<file path="src/design/irq_agg_pkg.sv">
package irq_agg_pkg;

    // ==========================================================
    // Register byte offsets
    localparam logic [7:0] STATUS0_OFFS      = 8'h00;
    localparam logic [7:0] STATUS1_OFFS      = 8'h04;
    localparam logic [7:0] HOST_EN0_OFFS     = 8'h08;
    localparam logic [7:0] HOST_EN1_OFFS     = 8'h0c;
    localparam logic [7:0] CPU_EN0_OFFS      = 8'h10;
    localparam logic [7:0] CPU_EN1_OFFS      = 8'h14;
    localparam logic [7:0] SRC_EN_OFFS       = 8'h18;
    localparam logic [7:0] SRC_STAT_OFFS     = 8'h1c;
    localparam logic [7:0] KEY_EN_OFFS       = 8'h20;
    localparam logic [7:0] KEY_STAT_OFFS     = 8'h24;
    localparam logic [7:0] TRIGGER_OFFS      = 8'h28;

    // ==========================================================
    // Status register 0 bit positions
    localparam int ST0_PANEL1 = 0;
    localparam int ST0_PANEL2 = 1;
    localparam int ST0_WDOG   = 2;
    localparam int ST0_ADMA   = 3;
    localparam int ST0_SDRAM  = 5;
    localparam int ST0_AUDIO  = 6;
    localparam int ST0_SPRITE = 7;

    // Status register 1 bit positions
    localparam int ST1_DMA0   = 0;
    localparam int ST1_DMA1   = 1;
    localparam int ST1_TIMER0 = 2;
    localparam int ST1_TIMER1 = 3;
    localparam int ST1_KEYPAD = 4;
    localparam int ST1_MANUAL = 7;

    // Source flag register positions (flags and their enables)
    localparam int SRC_SPRITE  = 0;
    localparam int SRC_FIFO_TH = 1;
    localparam int SRC_FIFO_OV = 2;
    localparam int SRC_FIFO_UN = 3;
    localparam int SRC_BUF0    = 4;
    localparam int SRC_BUF1    = 5;
    localparam int SRC_ADMA    = 6;
    localparam int SRC_PANEL1  = 7;
    localparam int SRC_PANEL2  = 8;
    localparam int SRC_W       = 9;

    localparam int KEY_N       = 25;
    localparam int TRIG_BIT    = 0;

    localparam logic [7:0]       STATUS_RST = 8'h00;
    localparam logic [7:0]       EN_RST     = 8'h00;
    localparam logic [SRC_W-1:0] SRC_RST    = 9'h000;
    localparam logic [KEY_N-1:0] KEY_RST    = 25'h0000000;

endpackage

</file>
<file path="src/design/w1c_flags.sv">
`timescale 1ns/1ps
module w1c_flags
    import irq_agg_pkg::*;
#(
    parameter int W = 8
) (
    input  wire logic         clk,
    input  wire logic         rst_n,
    input  wire logic [W-1:0] set,
    input  wire logic [W-1:0] clr,
    output logic      [W-1:0] flags
);

    // ==========================================================
    // Sticky flags, set beats clear
    genvar i;
    generate
        for (i = 0; i < W; i++) begin : g_flag
            always_ff @(posedge clk or negedge rst_n) begin
                if (!rst_n) begin
                    flags[i] <= 1'b0;
                end else begin
                    flags[i] <= set[i] | (flags[i] & ~clr[i]);
                end
            end
        end
    endgenerate

endmodule

</file>
<file path="src/design/apb_regs.sv">
`timescale 1ns/1ps
module apb_regs
    import irq_agg_pkg::*;
(
    input  wire logic        clk,
    input  wire logic        rst_n,
    input  wire logic        psel,
    input  wire logic        penable,
    input  wire logic        pwrite,
    input  wire logic [7:0]  paddr,
    input  wire logic [31:0] pwdata,
    input  wire logic [31:0] rd_value,
    input  wire logic        rd_hit,
    output logic      [31:0] prdata,
    output logic             pready,
    output logic             pslverr,
    output logic             wr_strobe,
    output logic             rd_strobe
);

    // ==========================================================
    // Single wait-free access: answer in the first access cycle
    wire access = psel & penable;

    assign pready    = 1'b1;
    assign wr_strobe = access & pwrite;
    assign rd_strobe = access & ~pwrite;

    always_ff @(posedge clk or negedge rst_n) begin
        if (!rst_n) begin
            prdata  <= 32'h00000000;
            pslverr <= 1'b0;
        end else begin
            prdata  <= (psel & ~penable & ~pwrite & rd_hit) ? rd_value
                                                             : prdata;
            pslverr <= 1'b0;
        end
    end

endmodule

</file>
<file path="src/design/interrupt_status_aggregator.sv">
// What this block does
// Sprite bit 7 of status 0: enabled sprite done; cleared at sprite flag
// Audio bit 6 is OR of enabled FIFO threshold, overrun, underrun flags
// SDRAM bit 5 is OR of enabled buffer 0 and 1 done flags
// Audio DMA bit 3 mirrors DMA flag and drives CPU line 3
// Watchdog bit 2 sets on expiry, write one clears, drives CPU line 2
// Second panel bit 1 is enabled vsync flag; cleared at the panel flag
// First panel bit 0 is enabled vsync flag; cleared at the panel flag
// Manual bit 7 of status 1 set by trigger write; host enable gates
// Bits 6 and 5 of status 1 reserved, read zero
// Keypad bit 4 set while any of 25 enabled key flags set
// Timer 1 bit 3 sets on enabled period end, unmasked, write one clears
// Raw flags; host enables route each source, CPU enables route all but watchdog and audio DMA
// Status 1 bits 1 and 0 hold DMA channel 1 and 0 done
// DMA done bits set on completion, unmasked, write one clears
// Timer 0 bit 2 sets on enabled period end, write one clears
// Writes to summary bits ignored; set beats simultaneous clear
`timescale 1ns/1ps
module interrupt_status_aggregator
    import irq_agg_pkg::*;
(
    input  wire logic             clk,
    input  wire logic             arst_n,
    input  wire logic             psel,
    input  wire logic             penable,
    input  wire logic             pwrite,
    input  wire logic [7:0]       paddr,
    input  wire logic [31:0]      pwdata,
    output logic      [31:0]      prdata,
    output logic                  pready,
    output logic                  pslverr,
    input  wire logic             sprite_done,
    input  wire logic             fifo_threshold,
    input  wire logic             fifo_overrun,
    input  wire logic             fifo_underrun,
    input  wire logic             buf0_done,
    input  wire logic             buf1_done,
    input  wire logic             audio_dma_switch,
    input  wire logic             watchdog_expired,
    input  wire logic             first_panel_output_vsync,
    input  wire logic             second_panel_output_vsync,
    input  wire logic [KEY_N-1:0] key_event,
    input  wire logic             timer0_elapsed,
    input  wire logic             timer1_elapsed,
    input  wire logic             timer0_enabled,
    input  wire logic             timer1_enabled,
    input  wire logic             dma0_done,
    input  wire logic             dma1_done,
    input  wire logic             cpu_manual_trigger,
    output logic                  host_irq,
    output logic      [7:0]       cpu_irq0,
    output logic      [7:0]       cpu_irq1,
    output logic                  apb_irq
);

    // ==========================================================
    // Reset release
    // Assert at once, release after two edges
    logic rst_a_reg;
    logic rst_n_reg;

    always_ff @(posedge clk or negedge arst_n) begin
        if (!arst_n) begin
            rst_a_reg <= 1'b0;
            rst_n_reg <= 1'b0;
        end else begin
            rst_a_reg <= 1'b1;
            rst_n_reg <= rst_a_reg;
        end
    end

    // ==========================================================
    // Bus slave
    logic [31:0] rd_value;
    logic        wr_strobe;
    logic [31:0] prdata_int;
    logic        pready_int;
    logic        pslverr_int;

    apb_regs u_bus (
        .clk       (clk),
        .rst_n     (rst_n_reg),
        .psel      (psel),
        .penable   (penable),
        .pwrite    (pwrite),
        .paddr     (paddr),
        .pwdata    (pwdata),
        .rd_value  (rd_value),
        .rd_hit    (1'b1),
        .prdata    (prdata_int),
        .pready    (pready_int),
        .pslverr   (pslverr_int),
        .wr_strobe (wr_strobe),
        .rd_strobe ()
    );

    assign prdata  = prdata_int;
    assign pready  = pready_int;
    assign pslverr = pslverr_int;

    wire wr_st0   = wr_strobe & (paddr == STATUS0_OFFS);
    wire wr_st1   = wr_strobe & (paddr == STATUS1_OFFS);
    wire wr_hen0  = wr_strobe & (paddr == HOST_EN0_OFFS);
    wire wr_hen1  = wr_strobe & (paddr == HOST_EN1_OFFS);
    wire wr_cen0  = wr_strobe & (paddr == CPU_EN0_OFFS);
    wire wr_cen1  = wr_strobe & (paddr == CPU_EN1_OFFS);
    wire wr_srcen = wr_strobe & (paddr == SRC_EN_OFFS);
    wire wr_srcst = wr_strobe & (paddr == SRC_STAT_OFFS);
    wire wr_keyen = wr_strobe & (paddr == KEY_EN_OFFS);
    wire wr_keyst = wr_strobe & (paddr == KEY_STAT_OFFS);
    wire wr_trig  = wr_strobe & (paddr == TRIGGER_OFFS);

    // ==========================================================
    // Enable registers
    logic [7:0]       host_en0_reg;
    logic [7:0]       host_en1_reg;
    logic [7:0]       cpu_en0_reg;
    logic [7:0]       cpu_en1_reg;
    logic [SRC_W-1:0] src_en_reg;
    logic [KEY_N-1:0] key_en_reg;

    always_ff @(posedge clk or negedge rst_n_reg) begin
        if (!rst_n_reg) begin
            host_en0_reg <= EN_RST;
            host_en1_reg <= EN_RST;
            cpu_en0_reg  <= EN_RST;
            cpu_en1_reg  <= EN_RST;
            src_en_reg   <= SRC_RST;
            key_en_reg   <= KEY_RST;
        end else begin
            if (wr_hen0)  host_en0_reg <= pwdata[7:0];
            if (wr_hen1)  host_en1_reg <= pwdata[7:0];
            if (wr_cen0)  cpu_en0_reg  <= pwdata[7:0];
            if (wr_cen1)  cpu_en1_reg  <= pwdata[7:0];
            if (wr_srcen) src_en_reg   <= pwdata[SRC_W-1:0];
            if (wr_keyen) key_en_reg   <= pwdata[KEY_N-1:0];
        end
    end

    // ==========================================================
    // Underlying source flags (write one to clear)
    logic [SRC_W-1:0] src_flags;
    logic [KEY_N-1:0] key_flags;
    logic [SRC_W-1:0] src_set;

    assign src_set[SRC_SPRITE]  = sprite_done;
    assign src_set[SRC_FIFO_TH] = fifo_threshold;
    assign src_set[SRC_FIFO_OV] = fifo_overrun;
    assign src_set[SRC_FIFO_UN] = fifo_underrun;
    assign src_set[SRC_BUF0]    = buf0_done;
    assign src_set[SRC_BUF1]    = buf1_done;
    assign src_set[SRC_ADMA]    = audio_dma_switch;
    assign src_set[SRC_PANEL1]  = first_panel_output_vsync;
    assign src_set[SRC_PANEL2]  = second_panel_output_vsync;

    // Ones in the write data clear, zeros keep
    wire [SRC_W-1:0] src_clr = wr_srcst ? pwdata[SRC_W-1:0] : SRC_RST;
    wire [KEY_N-1:0] key_clr = wr_keyst ? pwdata[KEY_N-1:0] : KEY_RST;

    w1c_flags #(.W(SRC_W)) u_src (
        .clk   (clk),
        .rst_n (rst_n_reg),
        .set   (src_set),
        .clr   (src_clr),
        .flags (src_flags)
    );

    w1c_flags #(.W(KEY_N)) u_key (
        .clk   (clk),
        .rst_n (rst_n_reg),
        .set   (key_event),
        .clr   (key_clr),
        .flags (key_flags)
    );

    // ==========================================================
    // Summary bits of status 0 and 1
    wire [SRC_W-1:0] src_gated = src_flags & src_en_reg;

    wire sum_sprite = src_gated[SRC_SPRITE];
    wire sum_audio  = src_gated[SRC_FIFO_TH] | src_gated[SRC_FIFO_OV]
                    | src_gated[SRC_FIFO_UN];
    wire sum_sdram  = src_gated[SRC_BUF0] | src_gated[SRC_BUF1];
    wire sum_adma   = src_flags[SRC_ADMA];
    wire sum_panel2 = src_gated[SRC_PANEL2];
    wire sum_panel1 = src_gated[SRC_PANEL1];
    wire sum_keypad = |(key_flags & key_en_reg);

    // ==========================================================
    // Own write-one-to-clear bits
    logic [7:0] own0_set;
    logic [7:0] own1_set;
    logic [7:0] own0_flags;
    logic [7:0] own1_flags;

    always_comb begin
        own0_set           = 8'h00;
        own0_set[ST0_WDOG] = watchdog_expired;
        own1_set             = 8'h00;
        own1_set[ST1_DMA0]   = dma0_done;  // see
        own1_set[ST1_DMA1]   = dma1_done;  // see
        own1_set[ST1_TIMER0] = timer0_enabled & timer0_elapsed;
        own1_set[ST1_TIMER1] = timer1_enabled & timer1_elapsed;
        own1_set[ST1_MANUAL] = cpu_manual_trigger
                             | (wr_trig & pwdata[TRIG_BIT]);
    end

    wire [7:0] own0_mask = 8'h00 | (8'h01 << ST0_WDOG);
    wire [7:0] own1_mask = (8'h01 << ST1_DMA0) | (8'h01 << ST1_DMA1)
                         | (8'h01 << ST1_TIMER0) | (8'h01 << ST1_TIMER1)
                         | (8'h01 << ST1_MANUAL);

    // Only own bits take a clear; summary bits ignore writes
    wire [7:0] own0_clr = wr_st0 ? (pwdata[7:0] & own0_mask)
                                 : 8'h00;
    wire [7:0] own1_clr = wr_st1 ? (pwdata[7:0] & own1_mask) : 8'h00;

    w1c_flags #(.W(8)) u_own0 (
        .clk   (clk),
        .rst_n (rst_n_reg),
        .set   (own0_set),
        .clr   (own0_clr),
        .flags (own0_flags)
    );

    w1c_flags #(.W(8)) u_own1 (
        .clk   (clk),
        .rst_n (rst_n_reg),
        .set   (own1_set),
        .clr   (own1_clr),
        .flags (own1_flags)
    );

    logic [7:0] status0;
    logic [7:0] status1;

    // Summary bits are live ORs, not stored
    always_comb begin
        status0             = 8'h00;
        status0[ST0_PANEL1] = sum_panel1;
        status0[ST0_PANEL2] = sum_panel2;
        status0[ST0_WDOG]   = own0_flags[ST0_WDOG];
        status0[ST0_ADMA]   = sum_adma;
        status0[ST0_SDRAM]  = sum_sdram;
        status0[ST0_AUDIO]  = sum_audio;
        status0[ST0_SPRITE] = sum_sprite;
        status1             = own1_flags & own1_mask;
        status1[ST1_KEYPAD] = sum_keypad;
    end

    // ==========================================================
    // Read mux
    always_comb begin
        unique case (paddr)
            STATUS0_OFFS:  rd_value = {24'h000000, status0};
            STATUS1_OFFS:  rd_value = {24'h000000, status1};
            HOST_EN0_OFFS: rd_value = {24'h000000, host_en0_reg};
            HOST_EN1_OFFS: rd_value = {24'h000000, host_en1_reg};
            CPU_EN0_OFFS:  rd_value = {24'h000000, cpu_en0_reg};
            CPU_EN1_OFFS:  rd_value = {24'h000000, cpu_en1_reg};
            SRC_EN_OFFS:   rd_value = {23'h000000, src_en_reg};
            SRC_STAT_OFFS: rd_value = {23'h000000, src_flags};
            KEY_EN_OFFS:   rd_value = {7'h00, key_en_reg};
            KEY_STAT_OFFS: rd_value = {7'h00, key_flags};
            default:       rd_value = 32'h00000000;
        endcase
    end

    // ==========================================================
    // Routing to host and embedded CPU
    logic [7:0] cpu_route0;
    logic [7:0] cpu_route1;
    logic [7:0] host_route0;
    logic [7:0] host_route1;

    always_comb begin
        cpu_route0           = status0 & cpu_en0_reg;
        cpu_route0[ST0_ADMA] = status0[ST0_ADMA];
        cpu_route0[ST0_WDOG] = status0[ST0_WDOG];
    end

    assign cpu_route1  = status1 & cpu_en1_reg;
    assign host_route0 = status0 & host_en0_reg;
    assign host_route1 = status1 & host_en1_reg;

    // Manual bit reaches the host only through its enable
    wire host_next = (|host_route0) | (|host_route1);

    always_ff @(posedge clk or negedge rst_n_reg) begin
        if (!rst_n_reg) begin
            host_irq <= 1'b0;
            cpu_irq0 <= STATUS_RST;
            cpu_irq1 <= STATUS_RST;
            apb_irq  <= 1'b0;
        end else begin
            host_irq <= host_next;
            cpu_irq0 <= cpu_route0;
            cpu_irq1 <= cpu_route1;
            apb_irq  <= host_next;
        end
    end

endmodule

</file>
<file path="config.mk">
export PLATFORM = sky130hd
export DESIGN_NAME = interrupt_status_aggregator
export DESIGN_NICKNAME = d
export VERILOG_FILES = /design/src/design/irq_agg_pkg.sv /design/src/design/w1c_flags.sv /design/src/design/apb_regs.sv /design/src/design/interrupt_status_aggregator.sv
export SDC_FILE = /design/constraint.sdc
export NUM_CORES = 1
export LEC_CHECK = 0
export BUFFER_PORTS_ARGS = -buffer_cell sky130_fd_sc_hd__buf_2
export CAP_MARGIN = 20
export CORE_MARGIN = 4
export CORE_UTILIZATION = 50
export CTS_BUF_LIST = sky130_fd_sc_hd__clkbuf_8
export DETAILED_ROUTE_END_ITERATION = 10
export PLACE_DENSITY = 0.72
export SYNTH_ARGS = -nofsm -noshare
export SYNTH_HDL_FRONTEND = slang
export SYNTH_SLANG_ARGS = --single-unit
</file>
<file path="constraint.sdc">
create_clock -name clk -period 11 [get_ports clk]
set_input_delay 0.55 -clock clk [delete_from_list [all_inputs] [get_ports clk]]
set_output_delay 0.55 -clock clk [all_outputs]
set_load 0.005 [all_outputs]
</file>
Yosys cells after proc, flatten, opt, wreduce, memory -nomap -nowiden

Cells that the tools add are included.

Equal/unequal tests: 10
Reductions and logical operators: 4
Bitwise gates (word level): 151
Mux-type cells: 5

Operators with widths:

| kind                 | count |
|---|---|
| $pmux W25 S10        | 1 |
| $and A1 B1 Y1        | 58 |
| $or A1 B1 Y1         | 45 |
| $not A1 Y1           | 42 |
| $and A8 B8 Y8        | 4 |
| $eq A8 B5 Y1 const B | 4 |
| $and A25 B25 Y25     | 1 |
| $mux W25             | 1 |
| $reduce_or A25 Y1    | 1 |
| $eq A8 B6 Y1 const B | 3 |
| $eq A8 B4 Y1 const B | 2 |
| $reduce_or A8 Y1     | 2 |
| $and A9 B9 Y9        | 1 |
| $mux W9              | 1 |
| $eq A8 B3 Y1 const B | 1 |
| $logic_not A8 Y1     | 1 |
| $mux W8              | 1 |
| $mux W3              | 1 |

Bits of input ports: 87
Output and inout bits: 52
Register bits: 157

Longest topological paths before layout

Gate-level depths: netlist of the first run.

Depth after elaboration: 7
Depth in mapped cells: 8
Gate-level depth less buffers: 5

Hierarchy

A second synthesis of the first run with hierarchy kept.

Cell total of the unflattened synthesis: 611
Area total of the unflattened synthesis: 7,667.4 um^2

By module, submodules not included:

| module                      | cells an instance | seq. area each (um^2) | instances | area each (um^2) |
|---|---|---|---|---|
| interrupt_status_aggregator | 385               | 2,052.0               | 1         | 4,464.3 |
| apb_regs                    | 76                | 800.8                 | 1         | 1,388.8 |
| w1c_flags at u_key          | 75                | 625.6                 | 1         | 907.1 |
| w1c_flags at u_own0 ...     | 24                | 200.2                 | 2         | 290.3 |
| w1c_flags at u_src          | 27                | 225.2                 | 1         | 326.6 |

Worst setup path before layout of the first run

OpenSTA, ideal clock, no wires.

Kind: input to register
From: in paddr[5]
To: reg key_en_reg[10]
Cell stages on the path: 7
Path slack: 9.024 ns
Setup time: 0.125 ns
Arrival: 1.851 ns
Cells stage by stage: buf_2 -> nor4b_4 -> and2_1 -> buf_4 -> nand2_4 -> buf_6 -> mux2_4

Word-level cells in the longest chain between the ends: 2

RTL lines:

| item                 | RTL line                           | source |
|---|---|---|
| from (decl)          | interrupt_status_aggregator.sv:27  | `input wire logic [7:0] paddr,` |
| $eq A8 B6 Y1         | interrupt_status_aggregator.sv:109 | `wire wr_keyen = wr_strobe & (paddr == KEY_EN_OFFS);` |
| $and A1 B1 Y1        | interrupt_status_aggregator.sv:109 |  |
| to (signal assigned) | interrupt_status_aggregator.sv:136 | `if (wr_keyen) key_en_reg <= pwdata[KEY_N-1:0];` |
| to (decl)            | interrupt_status_aggregator.sv:120 | `logic [KEY_N-1:0] key_en_reg;` |

Every way passes these cells.
A chain may end at the register's enable or synchronous reset.

Worst setup path after layout of the first run

From: in paddr[2]
To: reg key_en_reg[12]

The elaborated chain is that of the path after synthesis.

==> results of run 1 <==
## layout make-up
cell class | instances | area (um^2)
Fill cell | 1126 | 5349
Multi-Input combinational cell | 374 | 2833
Timing Repair Buffer | 128 | 685.7
Clock buffer | 20 | 275.3
Sequential cell | 147 | 3682
Antenna cell | 2 | 5.005
Clock inverter | 11 | 136.4
Tap cell | 176 | 220.2
Inverter | 1 | 3.754
## worst max-delay path, delay by kind of cell
kind	cells	cell delay, ps
multiplexers	1	420
AND/OR/NAND/NOR	3	1550
buffers and inverters	2	570
## cell families after synthesis
family	share of synthesized area [%]
AOI/OAI and AO/OA	14.79
other	0.1115
DFF	54.63
buffers and inverters	3.921
and+or+nand+nor	11.63
muxes	14.92
## report_power, final
| part | internal (mW) | switching [mW] | leakage [nW] |
|---|---|---|---|
| sequential | 0.545 | 0.00625 | 1.83 |
| combinational | 0.0242 | 0.0373 | 1.60 |
| clock | 0.238 | 0.196 | 0.213 |
| total | 0.808 | 0.239 | 3.63 |
## layout by cell type (no fill, tap or decap), types with 13 or more instances in the layout
master and count:
a21o_1 37, a22o_1 13, a22oi_1 32, buf_2 119, clkbuf_8 20, conb_1 13
dfrtp_1 146, mux2_2 53, mux2_4 20, nand2_1 78, nand3_1 16, o21ai_0 23
## metrics by stage
step                      setup WS [ps]  area [um^2]  utilization, %
after floorplan                    6601         6775               -
after global placement             6923         7387           56.00
after detailed placement           6941         7387           56.00
after CTS                          7429         7809           59.20
after global routing               8089         7839           59.43
final                              8200         7841           59.45
## metal layers
layer	part of all wire, %	up-vias	wire (um)	GRT usage, %
met5	0.081	-	14	0
met4	2.0	4	342	7.940
met3	7.7	28	1327	6.676
met2	47	192	8095	35.41
met1	44	2482	7539	32.02
li1	-	2244	-	-
## path summary, 6_finish.rpt
| path | startpoint | to | slack, ps | cells past startpoint |
|---|---|---|---|---|
| max in group asynchronous | rst_n_reg | key_en_reg[12] | 9570 | 1 |
| hold reg to reg | rst_n_reg | cpu_en0_reg[0] | 310 | 0 |
| setup reg to reg | u_src.flags[1] | u_bus.prdata[6] | 9210 | 4 |
| hold / removal | key_event[21] | u_key.flags[21] | 270 | 2 |
| setup / recovery | paddr[2] | key_en_reg[12] | 8200 | 6 |
| min in group asynchronous | rst_n_reg | cpu_en0_reg[0] | 310 | 0 |
## synth_stat cells, drive strengths merged (4+ instances only)
cell	instances
o21ai	24
clkbuf	10
and2	10
a22o	13
dfrtp	147
nand3	19
mux2i	4
nor4b	5
nor2	7
a21o	37
a21oi	6
nand4	4
a22oi	32
nand2	80
mux2	73
buf	34
and3	8
## timing repair
action,in CTS,in global routing
resized for setup,0,0
hold buffers,1,0
endpoints found under the hold margin,2,0
setup endpoints to repair,0,0
==> impl_metrics.csv, run 1 <==
group,metric,value,unit
status,status,"complete, no violations",
worst_setup_path,path_cells,"buf_2 -> nor4_1 -> buf_4 -> and2_1 -> nand2_4 -> mux2_4",
finish,syn_to_final_growth,16.44,%
clocking,cts_root_buf,"clkbuf_8",
global_route,grt_overflow,0,
route,vias,4950,
hold_path,holdCritPathClass,"in -> reg",
place,dp_cells,824,
worst_setup_path,slowest_stage,"nor4_1",
yosys,yosys_warnings,0,
clocking,cts_made_buffers,17,
timing,skew,10.63,ps
clocking,cts_max_level,4,
power_and_ir_drop,powerDensity,133.5,nW/um^2
yosys,yosys_most_used_dff,"dfrtp_1",
worst_setup_path,path_max_fanout,25,
global_route,grt_pass1_wl,26.57,mm
die,start_util,51.05,%
yosys,synth.avg_cell_area,12.13,um^2
worst_setup_path,worstPathRequired,11330,ps
clocking,clk_latency,450,ps
timing,worst_pin_slew,1045,ps
route,drc,0,
yosys,yosys.area.top_type_share,54.63,%
die,die_y,124.1,um
finish,nets,756,
timing,rsz0062_at_grt,"false",
yosys,synthTopCellsByArea,"dfrtp_1 (55%), mux2_2 (8.9%), mux2_4 (4.5%), nand2_1 (4.3%), a21o_1 (4.1%)",
place,gp_congestion,0.9399,
yosys,synth-seq-cells,147,
yosys,synthCells,555,
timing,final.min_clock_period,2800,ps
run,maxCapViolCount,0,
die,die_x,124.1,um
global_route,grt_max_degree,56,
route,wl_per_cell,20.16,um
timing,fmax,357.2,MHz
timing,setup_violations,0,
global_route,antenna_found_initial,3,
power_and_ir_drop,power.ir.vdd_worst,0.08260,mV
yosys,yosysUniqueCellTypes,53,
timing,hold_viol,0,
power_and_ir_drop,finalPower,1.047,mW
timing,fin_crit_sh,25.45,%
power_and_ir_drop,p_leak,3.634,nW
route,ant_nets,0,
finish,drive_gt1_share,35.83,%
clocking,cts_setup_buffers,0,
yosys,synth_edf_count,0,
yosys,yosys.area.top_type,"dfrtp_1",
timing,relSlewSlack,30.32,%
yosys,synth_area,6734,um^2
route,drt_wl_total,17.32,mm
yosys,yosysSeqAreaShare,54.63,%
timing,finalSetupTns,0,ps
yosys,synthArstFlopShare,100.0,%
die,ios,139,
timing,holdWs,272.8,ps
worst_setup_path,crit_path_start_kind,"primary input",
timing,final_max_slew_viol_count,0,
die,core,13190,um^2
global_route,grt_pass1_vias,4819,
place,dp_hpwl,12.24,mm
route,dr.pass1.iters,5,
route,routed_via_density,5.763,
worst_setup_path,cp-end-kind,"flip-flop",
place,portBuffers,119,
worst_setup_path,cp_slowest_stage_delay,930,ps
worst_setup_path,cp.arrival,3130,ps
clocking,cts.clk_slew.worst_paths,80,ps
route,drtIter0Drc,471,
clocking,cts_tree,"yes",
finish,layoutNonFillerInstCount,859,
die,die_area,15390,um^2
global_route,grt_usage,23.22,%
clocking,clock_sinks,147,
clocking,cts_buffer_depth,2,
die,num_rows,42,
worst_setup_path,setup.worst_path.class,"in -> reg",
Note: power is estimated with default switching activity, not from simulation.
==> run 2: changes to the inputs <==
- clock period: 11 -> 2.7 ns (I/O delays scaled with it)
==> run 2 against run 1 <==
- largest power group unchanged
- clock skew decreased by 0.68 ps
- wire length increased by 9.2%
- highest routed layer is now met4
- first-iteration DRC count rose by 12%
- design area rose by 11%
==> impl_metrics.csv, run 2 (synthesis gave the netlist of run 1 again) <==
group,metric,value,unit
power_and_ir_drop,powerDensity,512.5,nW/um^2
worst_setup_path,setup.worst_path.class,"in -> reg",
global_route,grt_pass1_wl,29.49,mm
finish,drive_gt1_share,32.99,%
global_route,grt_pass1_vias,5530,
finish,multi_input_area,2833,um^2
place,gp_congestion,0.9482,
die,num_rows,42,
worst_setup_path,rr_worst_depth,4,
timing,finalSetupTns,0,ps
timing,hold_viol,0,
global_route,grt_usage,25.76,%
route,routed_via_density,5.674,
die,die_x,124.1,um
finish,layout.cells.most_common,"dfrtp_1",
worst_setup_path,crit-reg2reg-launch,"u_src.flags[1]",
timing,fin_crit_sh,77.79,%
route,dr.pass1.iters,5,
finish,n_fill_cell,992,
clocking,cts.clk_slew.worst_paths,80,ps
die,die_area,15390,um^2
place,portBuffers,119,
timing,rsz0062_at_grt,"false",
global_route,grt_max_degree,79,
die,start_util,51.05,%
clocking,cts_hold_buf,79,
clocking,clk_latency,470,ps
finish,syn_to_final_growth,29.08,%
timing,final.min_clock_period,2100,ps
clocking,cts_max_level,4,
clocking,ctsResizeCount,0,
worst_setup_path,cp.arrival,2460,ps
worst_setup_path,path_max_fanout,23,
run,maxCapViolCount,0,
finish,nets,842,
finish,num_antenna_cells,0,
clocking,clock_sinks,147,
route,vias,5351,
route,drtIter0Drc,527,
route,wl_per_cell,20.06,um
timing,relSlewSlack,44.47,%
clocking,cts_buffer_depth,2,
die,die_y,124.1,um
route,ant_nets,0,
global_route,antenna_found_initial,0,
timing,setup_violations,0,
die,core,13190,um^2
timing,worst_pin_slew,830.9,ps
worst_setup_path,worstPathRequired,3060,ps
timing,fmax,476.1,MHz
power_and_ir_drop,power.ir.vdd_worst,0.5044,mV
hold_path,min-delay-start,"pwdata[4]",
worst_setup_path,endpoint,"u_key.flags[15]",
worst_setup_path,crit_path_start_kind,"primary input",
clocking,cts_tree,"yes",
clocking,cts_made_buffers,17,
timing,skew,9.952,ps
finish,layout_common_cells,"dfrtp_1 (146), buf_2 (119), dlygate4sd3_1 (79), nand2_1 (78), mux2_2 (53)",
timing,final_max_slew_viol_count,0,
route,drt_wl_total,18.91,mm
finish,regArea,3682,um^2
place,dp_hpwl,12.71,mm
clocking,cts_root_buf,"clkbuf_8",
status,status,"complete, no violations",
global_route,grt_overflow,0,
die,ios,139,
timing,holdWs,23.03,ps
clocking,cts_setup_buffers,0,
power_and_ir_drop,p_leak,3.954,nW
worst_setup_path,cp-end-kind,"flip-flop",
worst_setup_path,r2r_setup_slack,880,ps
route,drc,0,
hold_path,holdCritPathClass,"in -> reg",
worst_setup_path,critPathLaunch,"paddr[2]",
worst_setup_path,r2r_end,"u_bus.prdata[6]",
==> run 2: per-stage QoR <==
stage	std cells	setup slack, ps	power [mW]	util [%]	area, um^2
floorplan	566	261.2	2.420	-	6777
finish	943	599.7	4.455	65.90	8692
global placement	833	514.0	2.543	56.61	7467
global route	943	468.7	4.618	65.90	8692
CTS	943	597.1	4.481	65.90	8692
detailed placement	833	510.3	2.549	56.61	7467
==> run 2: cell type report <==
type                       count  share of cell area [%]
sequential                   147                   42.36
multi-input combinational    374                   32.59
timing repair buffer         214                   17.48
clock buffer                  20                   3.167
tap                          176                   2.533
clock inverter                11                   1.828
inverter                       1                 0.04318
==> run 2: how the worst min path moves through the flow <==
stage	to	slack, ps	cells past startpoint
3_5_place_dp	rst_a_reg	-80	1
6_report	u_key.flags[4]	20	3
3_3_place_gp	rst_a_reg	-80	1
5_1_grt	u_key.flags[4]	20	3
2_1_floorplan	rst_a_reg	-160	0
4_1_cts	u_key.flags[4]	10	3
==> run 2: per-layer routing <==
metal / part of all wire [%] / vias to the layer above / GRT usage (%) / wire length (um)
li1: - / 2407 / - / -
met1: 44 / 2702 / 34.27 / 8282
met3: 6.6 / 32 / 6.040 / 1245
met2: 47 / 210 / 41.32 / 8944
met4: 2.3 / 0 / 9.651 / 440
met5: 0 / - / 0 / 0
==> run 2: worst max-delay path, cell delays in order <==
cell and delay (ps):
buf_2 420, nor4b_2 310, buf_4 260, and3_1 180, buf_4 290, nand2_1 110
a21o_1 180, dlygate4sd3_1 550
==> run 2: report_power, final <==
group | switching [mW] | internal (mW)
Clock | 0.816 | 1.06
Sequential | 0.0243 | 2.22
Combinational | 0.172 | 0.159
